===== src/dual_uart_defs.svh =====
// Register addresses, field positions, reset values and rate constants for the dual serial block
`ifndef DUAL_UART_DEFS_SVH
`define DUAL_UART_DEFS_SVH

`define ADDR_POWER_AND_BAUD_DOUBLE 16'h0087
`define ADDR_BAUD_SOURCE_CONTROL   16'h00d8
`define ADDR_SERIAL_PIN_ROUTING    16'hfff1
`define ADDR_CH0_CONTROL           16'h0098
`define ADDR_CH0_DATA              16'h0099
`define ADDR_CH0_RELOAD_LOW        16'h00aa
`define ADDR_CH0_RELOAD_HIGH       16'h00ba
`define ADDR_CH1_CONTROL           16'h009b
`define ADDR_CH1_DATA              16'h009c
`define ADDR_CH1_RELOAD_LOW        16'h009d
`define ADDR_CH1_RELOAD_HIGH       16'h00bb

`define RESET_BYTE                 8'h00

`define BIT_BAUD_DOUBLE            7
`define BIT_BAUD_SOURCE_SELECT     7
`define BIT_POWER_DOWN             7
`define BIT_LOOPBACK               1
`define BIT_PIN_SELECT             0
`define BIT_MODE_HI                7
`define BIT_MODE_LO                6
`define BIT_MULTIPROC              5
`define BIT_RX_ENABLE              4
`define BIT_TX_NINTH               3
`define BIT_RX_NINTH               2
`define BIT_TX_FLAG                1
`define BIT_RX_FLAG                0

`define VECTOR_CH0                 16'h0023
`define VECTOR_CH1                 16'h0083
`define VECTOR_NONE                16'h0000

`define CPU_CLOCK_HZ               100000000
`define OVERSAMPLE                 16
`define SAMPLE_TICK                4'h7
`define LAST_TICK                  4'hf
`define TIMER_ONE_TICK_MULT        16'd24
`define CH0_GEN_TICK_SHIFT         2
`define CH1_GEN_TICK_SHIFT         1
`define FIXED_RATE_TICK            16'h0004

`endif


===== src/dual_uart_pkg.sv =====
// Types shared by the dual serial block
package dual_uart_pkg;
   typedef struct packed {
      logic       ninth;
      logic [7:0] data;
   } tx_word_s;

   typedef enum logic [1:0] {
      RX_IDLE,
      RX_START,
      RX_DATA
   } rx_state_e;

   typedef enum logic {
      TX_IDLE,
      TX_SEND
   } tx_state_e;
endpackage : dual_uart_pkg


===== src/dual_uart.sv =====
// Two serial channels sharing one pin pair, with rate generators, routing and transmit FIFOs
`include "dual_uart_defs.svh"
`timescale 1ns/1ps
`default_nettype none

module tx_word_fifo #(
   parameter int WIDTH = 9,
   parameter int DEPTH = 16
) (
   input  wire logic             clock_in,      // CPU clock
   input  wire logic             arst_n_in,     // Async reset, active low
   input  wire logic             in_valid_in,   // Word offered
   output logic                  in_ready_out,  // Room for a word
   input  wire logic [WIDTH-1:0] in_data_in,    // Word in
   output logic                  out_valid_out, // Word available
   input  wire logic             out_ready_in,  // Consumer takes word
   output logic [WIDTH-1:0]      out_data_out   // Head word
);
   localparam int AW = $clog2(DEPTH);
   logic [WIDTH-1:0] mem [DEPTH];
   logic [AW:0]      wr_ptr_q;
   logic [AW:0]      rd_ptr_q;
   logic             push;
   logic             pop;

   assign in_ready_out  = (wr_ptr_q[AW-1:0] != rd_ptr_q[AW-1:0]) || (wr_ptr_q[AW] == rd_ptr_q[AW]);
   assign out_valid_out = wr_ptr_q != rd_ptr_q;
   assign out_data_out  = mem[rd_ptr_q[AW-1:0]];
   assign push          = in_valid_in && in_ready_out;
   assign pop           = out_valid_out && out_ready_in;

   always_ff @(posedge clock_in) begin
      if (push) begin
         mem[wr_ptr_q[AW-1:0]] <= in_data_in;
      end
   end

   always_ff @(posedge clock_in or negedge arst_n_in) begin
      if (!arst_n_in) begin
         wr_ptr_q <= '0;
         rd_ptr_q <= '0;
      end else begin
         if (push) begin
            wr_ptr_q <= wr_ptr_q + 1'b1;
         end
         if (pop) begin
            rd_ptr_q <= rd_ptr_q + 1'b1;
         end
      end
   end
endmodule : tx_word_fifo

module dual_uart #(
   parameter int FIFO_DEPTH = 16
) (
   input  wire logic        clock_in,                    // CPU clock, 100 MHz
   input  wire logic        arst_n_in,                   // Async reset, active low
   input  wire logic [15:0] sfr_addr_in,                 // Register address
   input  wire logic        sfr_wr_in,                   // Register write strobe
   input  wire logic        sfr_rd_in,                   // Register read strobe
   input  wire logic [7:0]  sfr_wdata_in,                // Write data
   output logic      [7:0]  sfr_rdata_out,               // Read data, one cycle after strobe
   input  wire logic [7:0]  timer_one_high_byte_in,      // Timer 1 reload byte
   input  wire logic        rx_pin_in,                   // Serial receive pin
   output logic             tx_pin_out,                  // Serial transmit pin
   output logic             channel_zero_irq_out,        // Channel zero rx or tx pending
   output logic             channel_one_irq_out,         // Channel one rx or tx pending
   output logic      [15:0] irq_vector_out,              // Vector of pending serial request
   output logic      [1:0]  tx_fifo_ready_out,           // Transmit FIFO has room, per channel
   output logic             chip_power_down_request_out  // Power down bit
);
   logic [7:0] power_and_baud_double_control_q;
   logic [7:0] baud_source_control_q;
   logic [7:0] serial_pin_routing_control_q;
   logic       rx_meta_q;
   logic       rx_sync_q;
   logic       rx_target;
   logic [7:0] rdata_d;

   function automatic logic [15:0] tick_period(
      input logic       is_ch1,
      input logic [1:0] mode,
      input logic       dbl,
      input logic       use_gen,
      input logic [7:0] timer_high,
      input logic [9:0] rel
   );
      logic [15:0] p;
      p = `FIXED_RATE_TICK;
      if (is_ch1) begin
         p = (16'h0400 - {6'h00, rel}) << `CH1_GEN_TICK_SHIFT;
      end else if (mode == 2'b10) begin
         p = `FIXED_RATE_TICK;
      end else if (use_gen) begin
         p = (16'h0400 - {6'h00, rel}) << `CH0_GEN_TICK_SHIFT;
      end else begin
         p = (16'h0100 - {8'h00, timer_high}) * `TIMER_ONE_TICK_MULT;
      end
      if (!is_ch1 && dbl) begin
         p = p >> 1;
      end
      return p;
   endfunction : tick_period

   // Global control registers
   always_ff @(posedge clock_in or negedge arst_n_in) begin
      if (!arst_n_in) begin
         power_and_baud_double_control_q <= `RESET_BYTE;
         baud_source_control_q           <= `RESET_BYTE;
         serial_pin_routing_control_q    <= `RESET_BYTE;
      end else if (sfr_wr_in) begin
         if (sfr_addr_in == `ADDR_POWER_AND_BAUD_DOUBLE) begin
            power_and_baud_double_control_q <= sfr_wdata_in;
         end
         if (sfr_addr_in == `ADDR_BAUD_SOURCE_CONTROL) begin
            baud_source_control_q <= {sfr_wdata_in[7], 7'h00};
         end
         if (sfr_addr_in == `ADDR_SERIAL_PIN_ROUTING) begin
            serial_pin_routing_control_q <= {sfr_wdata_in[7], 5'h00, sfr_wdata_in[1:0]};
         end
      end
   end

   // Pin is asynchronous to the CPU clock
   always_ff @(posedge clock_in or negedge arst_n_in) begin
      if (!arst_n_in) begin
         rx_meta_q <= 1'b1;
         rx_sync_q <= 1'b1;
      end else begin
         rx_meta_q <= rx_pin_in;
         rx_sync_q <= rx_meta_q;
      end
   end

   // In loopback the pins are tied outside, so the pin feeds the other channel
   assign rx_target = serial_pin_routing_control_q[`BIT_PIN_SELECT]
                      ^ serial_pin_routing_control_q[`BIT_LOOPBACK];

   for (genvar c = 0; c < 2; c++) begin : ch
      localparam logic [15:0] CON_A = (c == 1) ? `ADDR_CH1_CONTROL     : `ADDR_CH0_CONTROL;
      localparam logic [15:0] BUF_A = (c == 1) ? `ADDR_CH1_DATA        : `ADDR_CH0_DATA;
      localparam logic [15:0] RLL_A = (c == 1) ? `ADDR_CH1_RELOAD_LOW  : `ADDR_CH0_RELOAD_LOW;
      localparam logic [15:0] RLH_A = (c == 1) ? `ADDR_CH1_RELOAD_HIGH : `ADDR_CH0_RELOAD_HIGH;

      logic [7:0]                  con_q;
      logic [7:0]                  buf_q;
      logic [7:0]                  rell_q;
      logic [1:0]                  relh_q;
      logic                        nine;
      logic                        active;
      logic [15:0]                 div_q;
      logic                        tick;
      logic                        line_in;
      logic                        fifo_in_ready;
      logic                        fifo_out_valid;
      logic                        fifo_pop;
      dual_uart_pkg::tx_word_s     fifo_word_in;
      dual_uart_pkg::tx_word_s     fifo_word_out;
      dual_uart_pkg::tx_state_e    tx_state_q;
      logic [10:0]                 tx_shift_q;
      logic [3:0]                  tx_bits_q;
      logic [3:0]                  tx_sub_q;
      logic                        tx_done;
      dual_uart_pkg::rx_state_e    rx_state_q;
      logic [3:0]                  rx_sub_q;
      logic [3:0]                  rx_bits_q;
      logic [9:0]                  rx_shift_q;
      logic [9:0]                  rx_next;
      logic                        rx_prev_q;
      logic                        rx_last;
      logic                        rx_ninth;
      logic                        rx_done;

      if (c == 1) begin : fmt1
         assign nine   = !con_q[`BIT_MODE_HI];
         assign active = 1'b1;
      end else begin : fmt0
         assign nine   = con_q[`BIT_MODE_HI];
         assign active = con_q[`BIT_MODE_HI] || con_q[`BIT_MODE_LO];
      end

      assign line_in = (rx_target == (c == 1)) ? rx_sync_q : 1'b1;

      // Oversample tick: 16 per bit, so at 100 MHz reloads cover about 1526 to 3125000 baud
      always_ff @(posedge clock_in or negedge arst_n_in) begin
         if (!arst_n_in) begin
            div_q <= 16'h0000;
         end else if (div_q == 16'h0000) begin
            div_q <= tick_period(c == 1, con_q[7:6],
                                 power_and_baud_double_control_q[`BIT_BAUD_DOUBLE],
                                 baud_source_control_q[`BIT_BAUD_SOURCE_SELECT],
                                 timer_one_high_byte_in, {relh_q, rell_q}) - 16'h0001;
         end else begin
            div_q <= div_q - 16'h0001;
         end
      end
      assign tick = div_q == 16'h0000;

      always_ff @(posedge clock_in or negedge arst_n_in) begin
         if (!arst_n_in) begin
            rell_q <= `RESET_BYTE;
            relh_q <= 2'b00;
         end else if (sfr_wr_in) begin
            if (sfr_addr_in == RLL_A) begin
               rell_q <= sfr_wdata_in;
            end
            if (sfr_addr_in == RLH_A) begin
               relh_q <= sfr_wdata_in[1:0];
            end
         end
      end

      // Control register: hardware set after the software write, so a set wins
      always_ff @(posedge clock_in or negedge arst_n_in) begin
         if (!arst_n_in) begin
            con_q <= `RESET_BYTE;
         end else begin
            if (sfr_wr_in && sfr_addr_in == CON_A) begin
               con_q <= (c == 1) ? (sfr_wdata_in & 8'hbf) : sfr_wdata_in;
            end
            if (tx_done) begin
               con_q[`BIT_TX_FLAG] <= 1'b1;
            end
            if (rx_done) begin
               con_q[`BIT_RX_FLAG]  <= 1'b1;
               con_q[`BIT_RX_NINTH] <= rx_ninth;
            end
         end
      end

      assign fifo_word_in.ninth = con_q[`BIT_TX_NINTH];
      assign fifo_word_in.data  = sfr_wdata_in;
      assign fifo_pop           = (tx_state_q == dual_uart_pkg::TX_IDLE) && active && tick;

      tx_word_fifo #(
         .WIDTH ($bits(dual_uart_pkg::tx_word_s)),
         .DEPTH (FIFO_DEPTH)
      ) tx_fifo (
         .clock_in      (clock_in),
         .arst_n_in     (arst_n_in),
         .in_valid_in   (sfr_wr_in && sfr_addr_in == BUF_A),
         .in_ready_out  (fifo_in_ready),
         .in_data_in    (fifo_word_in),
         .out_valid_out (fifo_out_valid),
         .out_ready_in  (fifo_pop),
         .out_data_out  (fifo_word_out)
      );

      // Transmitter: shift register refills with ones so the line rests high
      assign tx_done = (tx_state_q == dual_uart_pkg::TX_SEND) && tick
                       && (tx_sub_q == `LAST_TICK) && (tx_bits_q == 4'h1);
      always_ff @(posedge clock_in or negedge arst_n_in) begin
         if (!arst_n_in) begin
            tx_state_q <= dual_uart_pkg::TX_IDLE;
            tx_shift_q <= 11'h7ff;
            tx_bits_q  <= 4'h0;
            tx_sub_q   <= 4'h0;
         end else if (tx_state_q == dual_uart_pkg::TX_IDLE) begin
            if (fifo_pop && fifo_out_valid) begin
               tx_state_q <= dual_uart_pkg::TX_SEND;
               tx_shift_q <= {1'b1, nine ? fifo_word_out.ninth : 1'b1,
                              fifo_word_out.data, 1'b0};
               tx_bits_q  <= nine ? 4'hb : 4'ha;
               tx_sub_q   <= 4'h0;
            end
         end else if (tick) begin
            tx_sub_q <= tx_sub_q + 4'h1;
            if (tx_sub_q == `LAST_TICK) begin
               tx_shift_q <= {1'b1, tx_shift_q[10:1]};
               tx_bits_q  <= tx_bits_q - 4'h1;
               if (tx_bits_q == 4'h1) begin
                  tx_state_q <= dual_uart_pkg::TX_IDLE;
               end
            end
         end
      end

      // Receiver: start on a falling edge, check it at mid bit, then sample every 16 ticks
      assign rx_next  = {line_in, rx_shift_q[9:1]};
      assign rx_last  = rx_bits_q == (nine ? 4'h9 : 4'h8);
      assign rx_ninth = nine ? rx_next[8] : rx_next[9];
      assign rx_done  = (rx_state_q == dual_uart_pkg::RX_DATA) && tick
                        && (rx_sub_q == `LAST_TICK) && rx_last
                        && !con_q[`BIT_RX_FLAG]
                        && (!con_q[`BIT_MULTIPROC] || rx_ninth);
      always_ff @(posedge clock_in or negedge arst_n_in) begin
         if (!arst_n_in) begin
            rx_state_q <= dual_uart_pkg::RX_IDLE;
            rx_sub_q   <= 4'h0;
            rx_bits_q  <= 4'h0;
            rx_shift_q <= 10'h000;
            rx_prev_q  <= 1'b1;
         end else begin
            rx_prev_q <= line_in;
            unique case (rx_state_q)
               dual_uart_pkg::RX_IDLE: begin
                  if (active && con_q[`BIT_RX_ENABLE] && rx_prev_q && !line_in) begin
                     rx_state_q <= dual_uart_pkg::RX_START;
                     rx_sub_q   <= 4'h0;
                  end
               end
               dual_uart_pkg::RX_START: begin
                  if (tick) begin
                     rx_sub_q <= rx_sub_q + 4'h1;
                     if (rx_sub_q == `SAMPLE_TICK) begin
                        rx_state_q <= line_in ? dual_uart_pkg::RX_IDLE
                                              : dual_uart_pkg::RX_DATA;
                        rx_sub_q   <= 4'h0;
                        rx_bits_q  <= 4'h0;
                     end
                  end
               end
               dual_uart_pkg::RX_DATA: begin
                  if (tick) begin
                     rx_sub_q <= rx_sub_q + 4'h1;
                     if (rx_sub_q == `LAST_TICK) begin
                        rx_shift_q <= rx_next;
                        rx_bits_q  <= rx_bits_q + 4'h1;
                        if (rx_last) begin
                           rx_state_q <= dual_uart_pkg::RX_IDLE;
                        end
                     end
                  end
               end
            endcase
         end
      end

      always_ff @(posedge clock_in or negedge arst_n_in) begin
         if (!arst_n_in) begin
            buf_q <= `RESET_BYTE;
         end else if (rx_done) begin
            buf_q <= nine ? rx_next[7:0] : rx_next[8:1];
         end
      end
   end

   always_comb begin
      unique case (sfr_addr_in)
         `ADDR_POWER_AND_BAUD_DOUBLE: rdata_d = power_and_baud_double_control_q;
         `ADDR_BAUD_SOURCE_CONTROL:   rdata_d = baud_source_control_q;
         `ADDR_SERIAL_PIN_ROUTING:    rdata_d = serial_pin_routing_control_q;
         `ADDR_CH0_CONTROL:           rdata_d = ch[0].con_q;
         `ADDR_CH0_DATA:              rdata_d = ch[0].buf_q;
         `ADDR_CH0_RELOAD_LOW:        rdata_d = ch[0].rell_q;
         `ADDR_CH0_RELOAD_HIGH:       rdata_d = {6'h00, ch[0].relh_q};
         `ADDR_CH1_CONTROL:           rdata_d = ch[1].con_q;
         `ADDR_CH1_DATA:              rdata_d = ch[1].buf_q;
         `ADDR_CH1_RELOAD_LOW:        rdata_d = ch[1].rell_q;
         `ADDR_CH1_RELOAD_HIGH:       rdata_d = {6'h00, ch[1].relh_q};
         default:                     rdata_d = 8'h00;
      endcase
   end

   // All outputs registered; pin and flags lag their sources by one cycle
   always_ff @(posedge clock_in or negedge arst_n_in) begin
      if (!arst_n_in) begin
         sfr_rdata_out               <= 8'h00;
         tx_pin_out                  <= 1'b1;
         channel_zero_irq_out        <= 1'b0;
         channel_one_irq_out         <= 1'b0;
         irq_vector_out              <= `VECTOR_NONE;
         tx_fifo_ready_out           <= 2'b00;
         chip_power_down_request_out <= 1'b0;
      end else begin
         if (sfr_rd_in) begin
            sfr_rdata_out <= rdata_d;
         end
         tx_pin_out <= serial_pin_routing_control_q[`BIT_PIN_SELECT]
                       ? ch[1].tx_shift_q[0] : ch[0].tx_shift_q[0];
         channel_zero_irq_out <= ch[0].con_q[`BIT_TX_FLAG] | ch[0].con_q[`BIT_RX_FLAG];
         channel_one_irq_out  <= ch[1].con_q[`BIT_TX_FLAG] | ch[1].con_q[`BIT_RX_FLAG];
         // Channel one sits in the higher polling group, so it is reported first
         if (ch[1].con_q[`BIT_TX_FLAG] | ch[1].con_q[`BIT_RX_FLAG]) begin
            irq_vector_out <= `VECTOR_CH1;
         end else if (ch[0].con_q[`BIT_TX_FLAG] | ch[0].con_q[`BIT_RX_FLAG]) begin
            irq_vector_out <= `VECTOR_CH0;
         end else begin
            irq_vector_out <= `VECTOR_NONE;
         end
         tx_fifo_ready_out           <= {ch[1].fifo_in_ready, ch[0].fifo_in_ready};
         chip_power_down_request_out <= serial_pin_routing_control_q[`BIT_POWER_DOWN];
      end
   end
endmodule : dual_uart

`default_nettype wire


===== config.mk =====
export PLATFORM = sky130hd
export DESIGN_NAME = dual_uart
export DESIGN_NICKNAME = d
export VERILOG_FILES = /design/src/dual_uart_pkg.sv /design/src/dual_uart.sv
export VERILOG_INCLUDE_DIRS = /design/src
export SDC_FILE = /design/constraint.sdc
export NUM_CORES = 1
export LEC_CHECK = 0
export ABC_AREA = 0
export BUFFER_PORTS_ARGS = -buffer_cell sky130_fd_sc_hd__buf_2
export CORE_UTILIZATION = 40
export CTS_CLUSTER_DIAMETER = 80
export DETAILED_ROUTE_END_ITERATION = 7
export SYNTH_ARGS = -nofsm -noshare
export SYNTH_HDL_FRONTEND = slang
export SYNTH_SLANG_ARGS = --single-unit

===== constraint.sdc =====
create_clock -name clock_in -period 3 [get_ports clock_in]
set_input_delay 0.9 -clock clock_in [delete_from_list [all_inputs] [get_ports clock_in]]
set_output_delay 0.9 -clock clock_in [all_outputs]
set_load 0.01 [all_outputs]

==> results.sh, run 1 <==
export IMPL_outcome="finished, violations left"
export IMPL_violations="setup timing"
export IMPL_finish_net_count=1894
export IMPL_multi_input_area_um2=8840
export IMPL_grt_max_degree=73
export IMPL_vdd_drop_max_v=0.000517
export IMPL_clock_latency_ps=620
export IMPL_start_kind="input pin"
export IMPL_h_tree_depth=2
export IMPL_crit_fanout=5
export IMPL_grt_pass1_wl_mm=82.2
export IMPL_worst_slew_pin_slew_ps=889
export IMPL_grt_pass1_vias=14000
export IMPL_synthesis_area_um2=22900
export IMPL_max_freq_mhz=281
export IMPL_syn_inst=1626
export IMPL_wl_per_cell_um=20.2
export IMPL_drt_total_wl_mm=52.7
export IMPL_vias=14000
export IMPL_path_class="input pin to flip-flop"
export IMPL_io_buffers=54
export IMPL_power_density_nw_per_um2=536
export IMPL_dr_first_iter_drc_count=998
export IMPL_synth_main_ff_cell="edfxtp_1"
export IMPL_final_max_slew_viol_count=0
export IMPL_hold_violations=0
export IMPL_path_clk_slew_ps=60
export IMPL_drive_above_1_share_pct=32.7
export IMPL_crit_arrival_ps=4070
export IMPL_die_height_um=241
export IMPL_register_area_um2=14000
export IMPL_row_count=87
export IMPL_cts_tree="yes"
export IMPL_io_pins=67
export IMPL_overflow=0
export IMPL_finClkSkew_ps=46.6
export IMPL_ys_warnings_count=0
export IMPL_cts_buffers=52
export IMPL_hp_class="input pin to asynchronous set/reset pin"
export IMPL_syn_avg_cell_area_um2=14.1
export IMPL_stdcell_count=2614
export IMPL_synth_edf_count=288
export IMPL_holdWs_ps=267
export IMPL_setup_tns_ps=-3630
export IMPL_start_util_pct=40.5
export IMPL_dpl_cell_count=2508
export IMPL_ctsHoldBuffers=0
export IMPL_fillers=4862
export IMPL_place_congestion=0.852
export IMPL_cts_root_buf="clkbuf_16"
export IMPL_ys_types=85
export IMPL_area_growth_pct=19.6
export IMPL_die_area_um2=58200
export IMPL_cp_end_kind="flip-flop"
export IMPL_ys_async_sr_fraction_pct=42.3
export IMPL_fin_crit_ps=3560
export IMPL_grt_antenna_before_repair=0
export IMPL_post_dp_cell_area_um2=25200
export IMPL_fin_crit_sh_pct=119
export IMPL_antenna_cells=0
export IMPL_cap_violations=0
export IMPL_hpwlAfterDp_mm=35.2
export IMPL_setup_viol=10
export IMPL_postRouteAntennaNets=0
export IMPL_drc=0
export IMPL_first_pass_iters=5
export IMPL_clockBufferDepth=3
export IMPL_cts_sinks=499
export IMPL_relSlewSlack_pct=40.8
export IMPL_dieWidth_um=241
export IMPL_ys_seq_area_share_pct=61.0
export IMPL_cp_required_ps=3510
export IMPL_grt_setup_unrepaired="yes"
export IMPL_grt_util_all_layers_pct=18.7
export IMPL_ys_ff_latch=499
export IMPL_finalWorstSetupSlack_ps=-564
export IMPL_coreArea_um2=56500
export IMPL_p_leak_nw=10.6
export IMPL_final_cell_area_um2=27400
export IMPL_post_drt_via_cell_ratio=5.34
kinds of logic (layout without fill, tap and decap cells):
| logic type | count (synthesis) | after routing | share of synthesized area [%] |
|---|---|---|---|
| adders and majority gates | 42 | 42 | 2.33 |
| muxes | 217 | 217 | 14.8 |
| buffers and inverters | 136 | 357 | 2.57 |
| DFF | 499 | 499 | 61.0 |
| other | 1 | 12 | 0.0164 |
| AOI/OAI and AO/OA | 206 | 206 | 5.75 |
| xor gates and xnor gates | 94 | 94 | 3.60 |
| and+or+nand+nor | 431 | 431 | 9.93 |
timing repair:
item                                    4_1_cts  5_1_grt
setup buffers                                 6        5
hold endpoints to repair                      0        0
resized for setup                            27       23
pin swaps                                    27       15
endpoints found under the setup margin       11       49
registers in the layout, summed over array words and instances, names as in the netlist, 4 cells and up:
name	flops
ch.buf_q	16
ch.con_q	15
ch.div_q	32
ch.relh_q	4
ch.rell_q	16
ch.rx_bits_q	8
ch.rx_shift_q	18
ch.rx_state_q	4
ch.rx_sub_q	8
ch.tx_bits_q	8
ch.tx_fifo.mem	288
ch.tx_fifo.rd_ptr_q	10
ch.tx_fifo.wr_ptr_q	10
ch.tx_shift_q	20
ch.tx_sub_q	8
power_and_baud_double_control_q	8
sfr_rdata_out	8
cell usage in the layout (no fill, tap or decap), types with 7 or more instances in the layout:
master,count
nor2b_1,7
mux2i_1,40
and3_1,10
conb_1,12
nor4_1,10
nand2_1,109
nor3_1,23
buf_12,8
mux4_2,89
o22ai_1,11
dfstp_2,25
ha_1,39
clkinv_2,15
and2_2,8
clkbuf_16,53
xnor2_1,51
bufinv_16,9
nand3_1,38
mux2_1,7
a221oi_1,7
dfrtp_1,184
buf_4,134
buf_2,51
o21ai_0,68
xor2_1,39
and2_4,24
mux2_2,81
nor2_1,84
a21oi_1,41
buf_6,8
inv_1,54
edfxtp_1,288
nand2b_1,9
nand4_1,20
cell usage after synthesis, types with 10 or more instances:
cell type / count / share of area (%)
a221oi_1: 10 / 0.38
dfrtp_1: 186 / 20
nand2_1: 113 / 1.9
nor2_1: 90 / 1.5
xnor2_1: 54 / 2.1
nor3_1: 29 / 0.63
clkbuf_1: 41 / 0.67
edfxtp_1: 288 / 38
a21oi_1: 45 / 0.98
mux2_2: 81 / 4.0
and3_1: 12 / 0.33
buf_1: 12 / 0.20
and2_1: 34 / 0.93
xor2_1: 40 / 1.5
nor4_1: 14 / 0.38
nand4_1: 20 / 0.55
mux2i_1: 40 / 1.7
o21ai_0: 70 / 1.5
mux4_2: 89 / 8.8
inv_1: 56 / 0.92
o22ai_1: 12 / 0.33
ha_1: 41 / 2.2
dfstp_2: 25 / 2.9
buf_4: 16 / 0.52
nand3_1: 39 / 0.85
final timing paths:
path,start,to,slack [ps],cells past startpoint
max,timer_one_high_byte_in[1],ch[0].div_q[14]$_DFF_PN0_,-560,16
min reg2reg,rx_meta_q$_DFF_PN1_,rx_sync_q$_DFF_PN1_,360,0
min in group clock_in,rx_meta_q$_DFF_PN1_,rx_sync_q$_DFF_PN1_,360,0
max in group asynchronous,arst_n_in,power_and_baud_double_control_q[5]$_DFFE_PN0P_,1920,2
max reg2reg,ch[0].rell_q[0]$_DFFE_PN0P_,ch[0].div_q[14]$_DFF_PN0_,30,11
min,arst_n_in,ch[0].rx_sub_q[2]$_DFFE_PN0P_,270,1
power by group:
group          switching (mW)  total (mW)  internal, mW
clock                    2.76        6.91          4.15
combinational           0.316       0.510         0.194
sequential            0.00215        7.27          7.27
metrics by stage:
step                      util, %  setup WS (ps)  power, mW
after global placement       44.6          -1190       7.87
after floorplan                 -           -890       7.61
final                        48.5           -564       14.7
after detailed placement     44.6          -1230       7.88
after CTS                    48.3           -537       14.8
after global routing         48.5           -695       15.1
cell type report:
class / instances / area share (%)
clock buffers: 63 / 5.16
clock inverters: 34 / 1.64
inverters: 57 / 0.872
multi-input cells: 1002 / 32.3
flip-flops and latches: 499 / 51.0
well taps: 756 / 3.45
repair buffers: 203 / 5.63
per-layer routing:
layer / vias to the layer above / track usage [%] / routed length, um
met2: 339 / 29.8 / 25000
met5: - / 0 / 0
li1: 6489 / - / -
met3: 75 / 2.89 / 2810
met4: 0 / 5.66 / 1220
met1: 7067 / 26.5 / 23700
worst max-delay path: stages:
cell and delay (ps):
buf_12 110, inv_12 40, ha_4 110, or3b_4 380, buf_6 140, xor2_2 150, ha_1 310, a21o_1 220
o2bb2ai_2 140, or3_1 320, a21oi_2 170, a21oi_2 70, a221oi_2 390, nand3_4 190, nor4_4 250, xor2_1 160
Power figures use the tool's default switching activity.
==> inputs of run 2 (changes only) <==
--- a/config.mk
+++ b/config.mk
@@ -8,6 +8,7 @@
 export LEC_CHECK = 0
 export ABC_AREA = 0
 export BUFFER_PORTS_ARGS = -buffer_cell sky130_fd_sc_hd__buf_2
+export CORE_ASPECT_RATIO = 1.4
 export CORE_UTILIZATION = 40
 export CTS_CLUSTER_DIAMETER = 80
 export DETAILED_ROUTE_END_ITERATION = 7
==> results.sh, run 2 (synthesized netlist as in run 1, its figures left out) <==
export IMPL_vias=13900
export IMPL_stdcell_count=2586
export IMPL_crit_fanout=6
export IMPL_die_height_um=285
export IMPL_area_growth_pct=19.3
export IMPL_grt_max_degree=80
export IMPL_multi_input_area_um2=8980
export IMPL_hpwlAfterDp_mm=35.5
export IMPL_switchingPower_mw=3.00
export IMPL_antenna_cells=0
export IMPL_row_count=103
export IMPL_clock_latency_ps=570
export IMPL_start_util_pct=40.6
export IMPL_p_leak_nw=10.5
export IMPL_post_drt_via_cell_ratio=5.36
export IMPL_worst_slew_pin_slew_ps=1250
export IMPL_cts_buffers=46
export IMPL_register_area_um2=14000
export IMPL_p_int_mw=11.1
export IMPL_die_area_um2=58200
export IMPL_io_buffers=54
export IMPL_wl_per_cell_um=20.0
export IMPL_cap_violations=0
export IMPL_comb_power_share_pct=3.9
export IMPL_finClkSkew_ps=19.8
export IMPL_grt_setup_unrepaired="yes"
export IMPL_path_clk_slew_ps=60
export IMPL_relSlewSlack_pct=15.9
export IMPL_seqPwrFrac_pct=51.7
export IMPL_cp_end_kind="flip-flop"
export IMPL_grt_pass1_vias=14600
export IMPL_totalPowerFinal_mw=14.0
export IMPL_clockBufferDepth=3
export IMPL_outcome="finished, violations left"
export IMPL_drc=0
export IMPL_h_tree_depth=2
export IMPL_final_cell_mix="288 x edfxtp_1, 184 x dfrtp_1, 138 x buf_4"
export IMPL_first_pass_iters=8
export IMPL_setup_viol=10
export IMPL_hold_violations=0
export IMPL_fin_crit_sh_pct=119
export IMPL_finalWorstSetupSlack_ps=-559
export IMPL_hp_class="input pin to asynchronous set/reset pin"
export IMPL_power_density_nw_per_um2=514
export IMPL_largest_register_ffs=288
export IMPL_mostFrequentLayoutCell="edfxtp_1"
export IMPL_coreArea_um2=56400
export IMPL_start_kind="input pin"
export IMPL_path_class="input pin to flip-flop"
export IMPL_cp_required_ps=3490
export IMPL_grt_antenna_before_repair=1
export IMPL_violations="setup timing"
export IMPL_postRouteAntennaNets=0
export IMPL_place_congestion=0.844
export IMPL_p_sw_share_pct=21.3
export IMPL_drt_total_wl_mm=51.6
export IMPL_dieWidth_um=204
export IMPL_overflow=0
export IMPL_cts_root_buf="clkbuf_16"
export IMPL_p_clk_share_pct=44.3
export IMPL_dr_first_iter_drc_count=984
export IMPL_fillers=4853
export IMPL_dpl_cell_count=2488
export IMPL_io_pins=67
export IMPL_final_max_slew_viol_count=0
export IMPL_max_freq_mhz=281
export IMPL_grt_pass1_wl_mm=81.8
export IMPL_grt_util_all_layers_pct=18.1
export IMPL_vdd_drop_max_v=0.000466
export IMPL_finish_net_count=1892
export IMPL_cts_tree="yes"
export IMPL_fin_crit_ps=3560
export IMPL_crit_arrival_ps=4050
export IMPL_drive_above_1_share_pct=32.7
export IMPL_cts_sinks=499
[run 2: worst paths after layout]
check	startpoint	end	slack, ps	cells after the start
setup / recovery	timer_one_high_byte_in[1]	ch[0].div_q[14]$_DFF_PN0_	-560	18
setup reg to reg	ch[0].div_q[11]$_DFF_PN0_	ch[0].div_q[14]$_DFF_PN0_	30	11
hold / removal	arst_n_in	ch[0].div_q[11]$_DFF_PN0_	310	1
min in group clock_in	rx_meta_q$_DFF_PN1_	rx_sync_q$_DFF_PN1_	400	0
hold reg to reg	rx_meta_q$_DFF_PN1_	rx_sync_q$_DFF_PN1_	400	0
max in group asynchronous	arst_n_in	ch[1].tx_shift_q[2]$_DFFE_PN1P_	1860	2
[run 2: final cells by class]
| type | count | area share, % |
|---|---|---|
| Clock buffer | 51 | 4.32 |
| Clock inverter | 35 | 1.58 |
| Inverter | 57 | 0.875 |
| Multi-Input combinational cell | 1002 | 32.9 |
| Sequential cell | 499 | 51.1 |
| Tap cell | 735 | 3.37 |
| Timing Repair Buffer | 207 | 5.84 |
[run 2: metal layers]
metal | global-route usage [%] | part of all wire [%]
met5 | 0 | 0.015
met4 | 6.60 | 3.3
met2 | 32.6 | 53
met1 | 21.9 | 41
met3 | 2.35 | 3.3
[run 2: worst max-delay path: stages]
cell and delay [ps]:
buf_12 110, inv_12 40, ha_4 110, or3b_4 390, nor3_4 160, xnor2_2 140
buf_4 130, ha_2 270, buf_6 130, nand4_1 110, a21oi_2 50, or4_1 420
nand3_2 120, nand2_2 70, a221oi_4 330, nand2_2 150, nor4_4 230, xor2_1 170
[run 2: power groups by stage]
stage | Combinational, mW | Sequential, mW | Clock (mW)
2_1_floorplan | 0.196 | 7.41 | 0
3_3_place_gp | 0.464 | 7.41 | 0
3_5_place_dp | 0.472 | 7.41 | 0
4_1_cts | 0.538 | 7.27 | 6.35
5_1_grt | 0.601 | 7.26 | 6.63
6_report | 0.552 | 7.27 | 6.23
[run 2: repair_timing]
item                                   CTS  global route
setup buffers                           11             2
hold buffers                             0             0
endpoints found under the hold margin    0             0
resized for setup                       41            29
setup endpoints to repair               11            75
pin swaps                               27            17
[run 2: per-stage QoR]
stage	TNS, ps	setup WS (ps)	hold slack (ps)	cell area (um^2)	util, %
floorplan	-17200	-890	345	23200	-
global placement	-103360	-1200	387	25200	44.7
detailed placement	-122020	-1310	389	25200	44.7
CTS	-3710	-592	320	27200	48.1
global route	-4770	-711	354	27300	48.4
finish	-3490	-559	308	27300	48.4
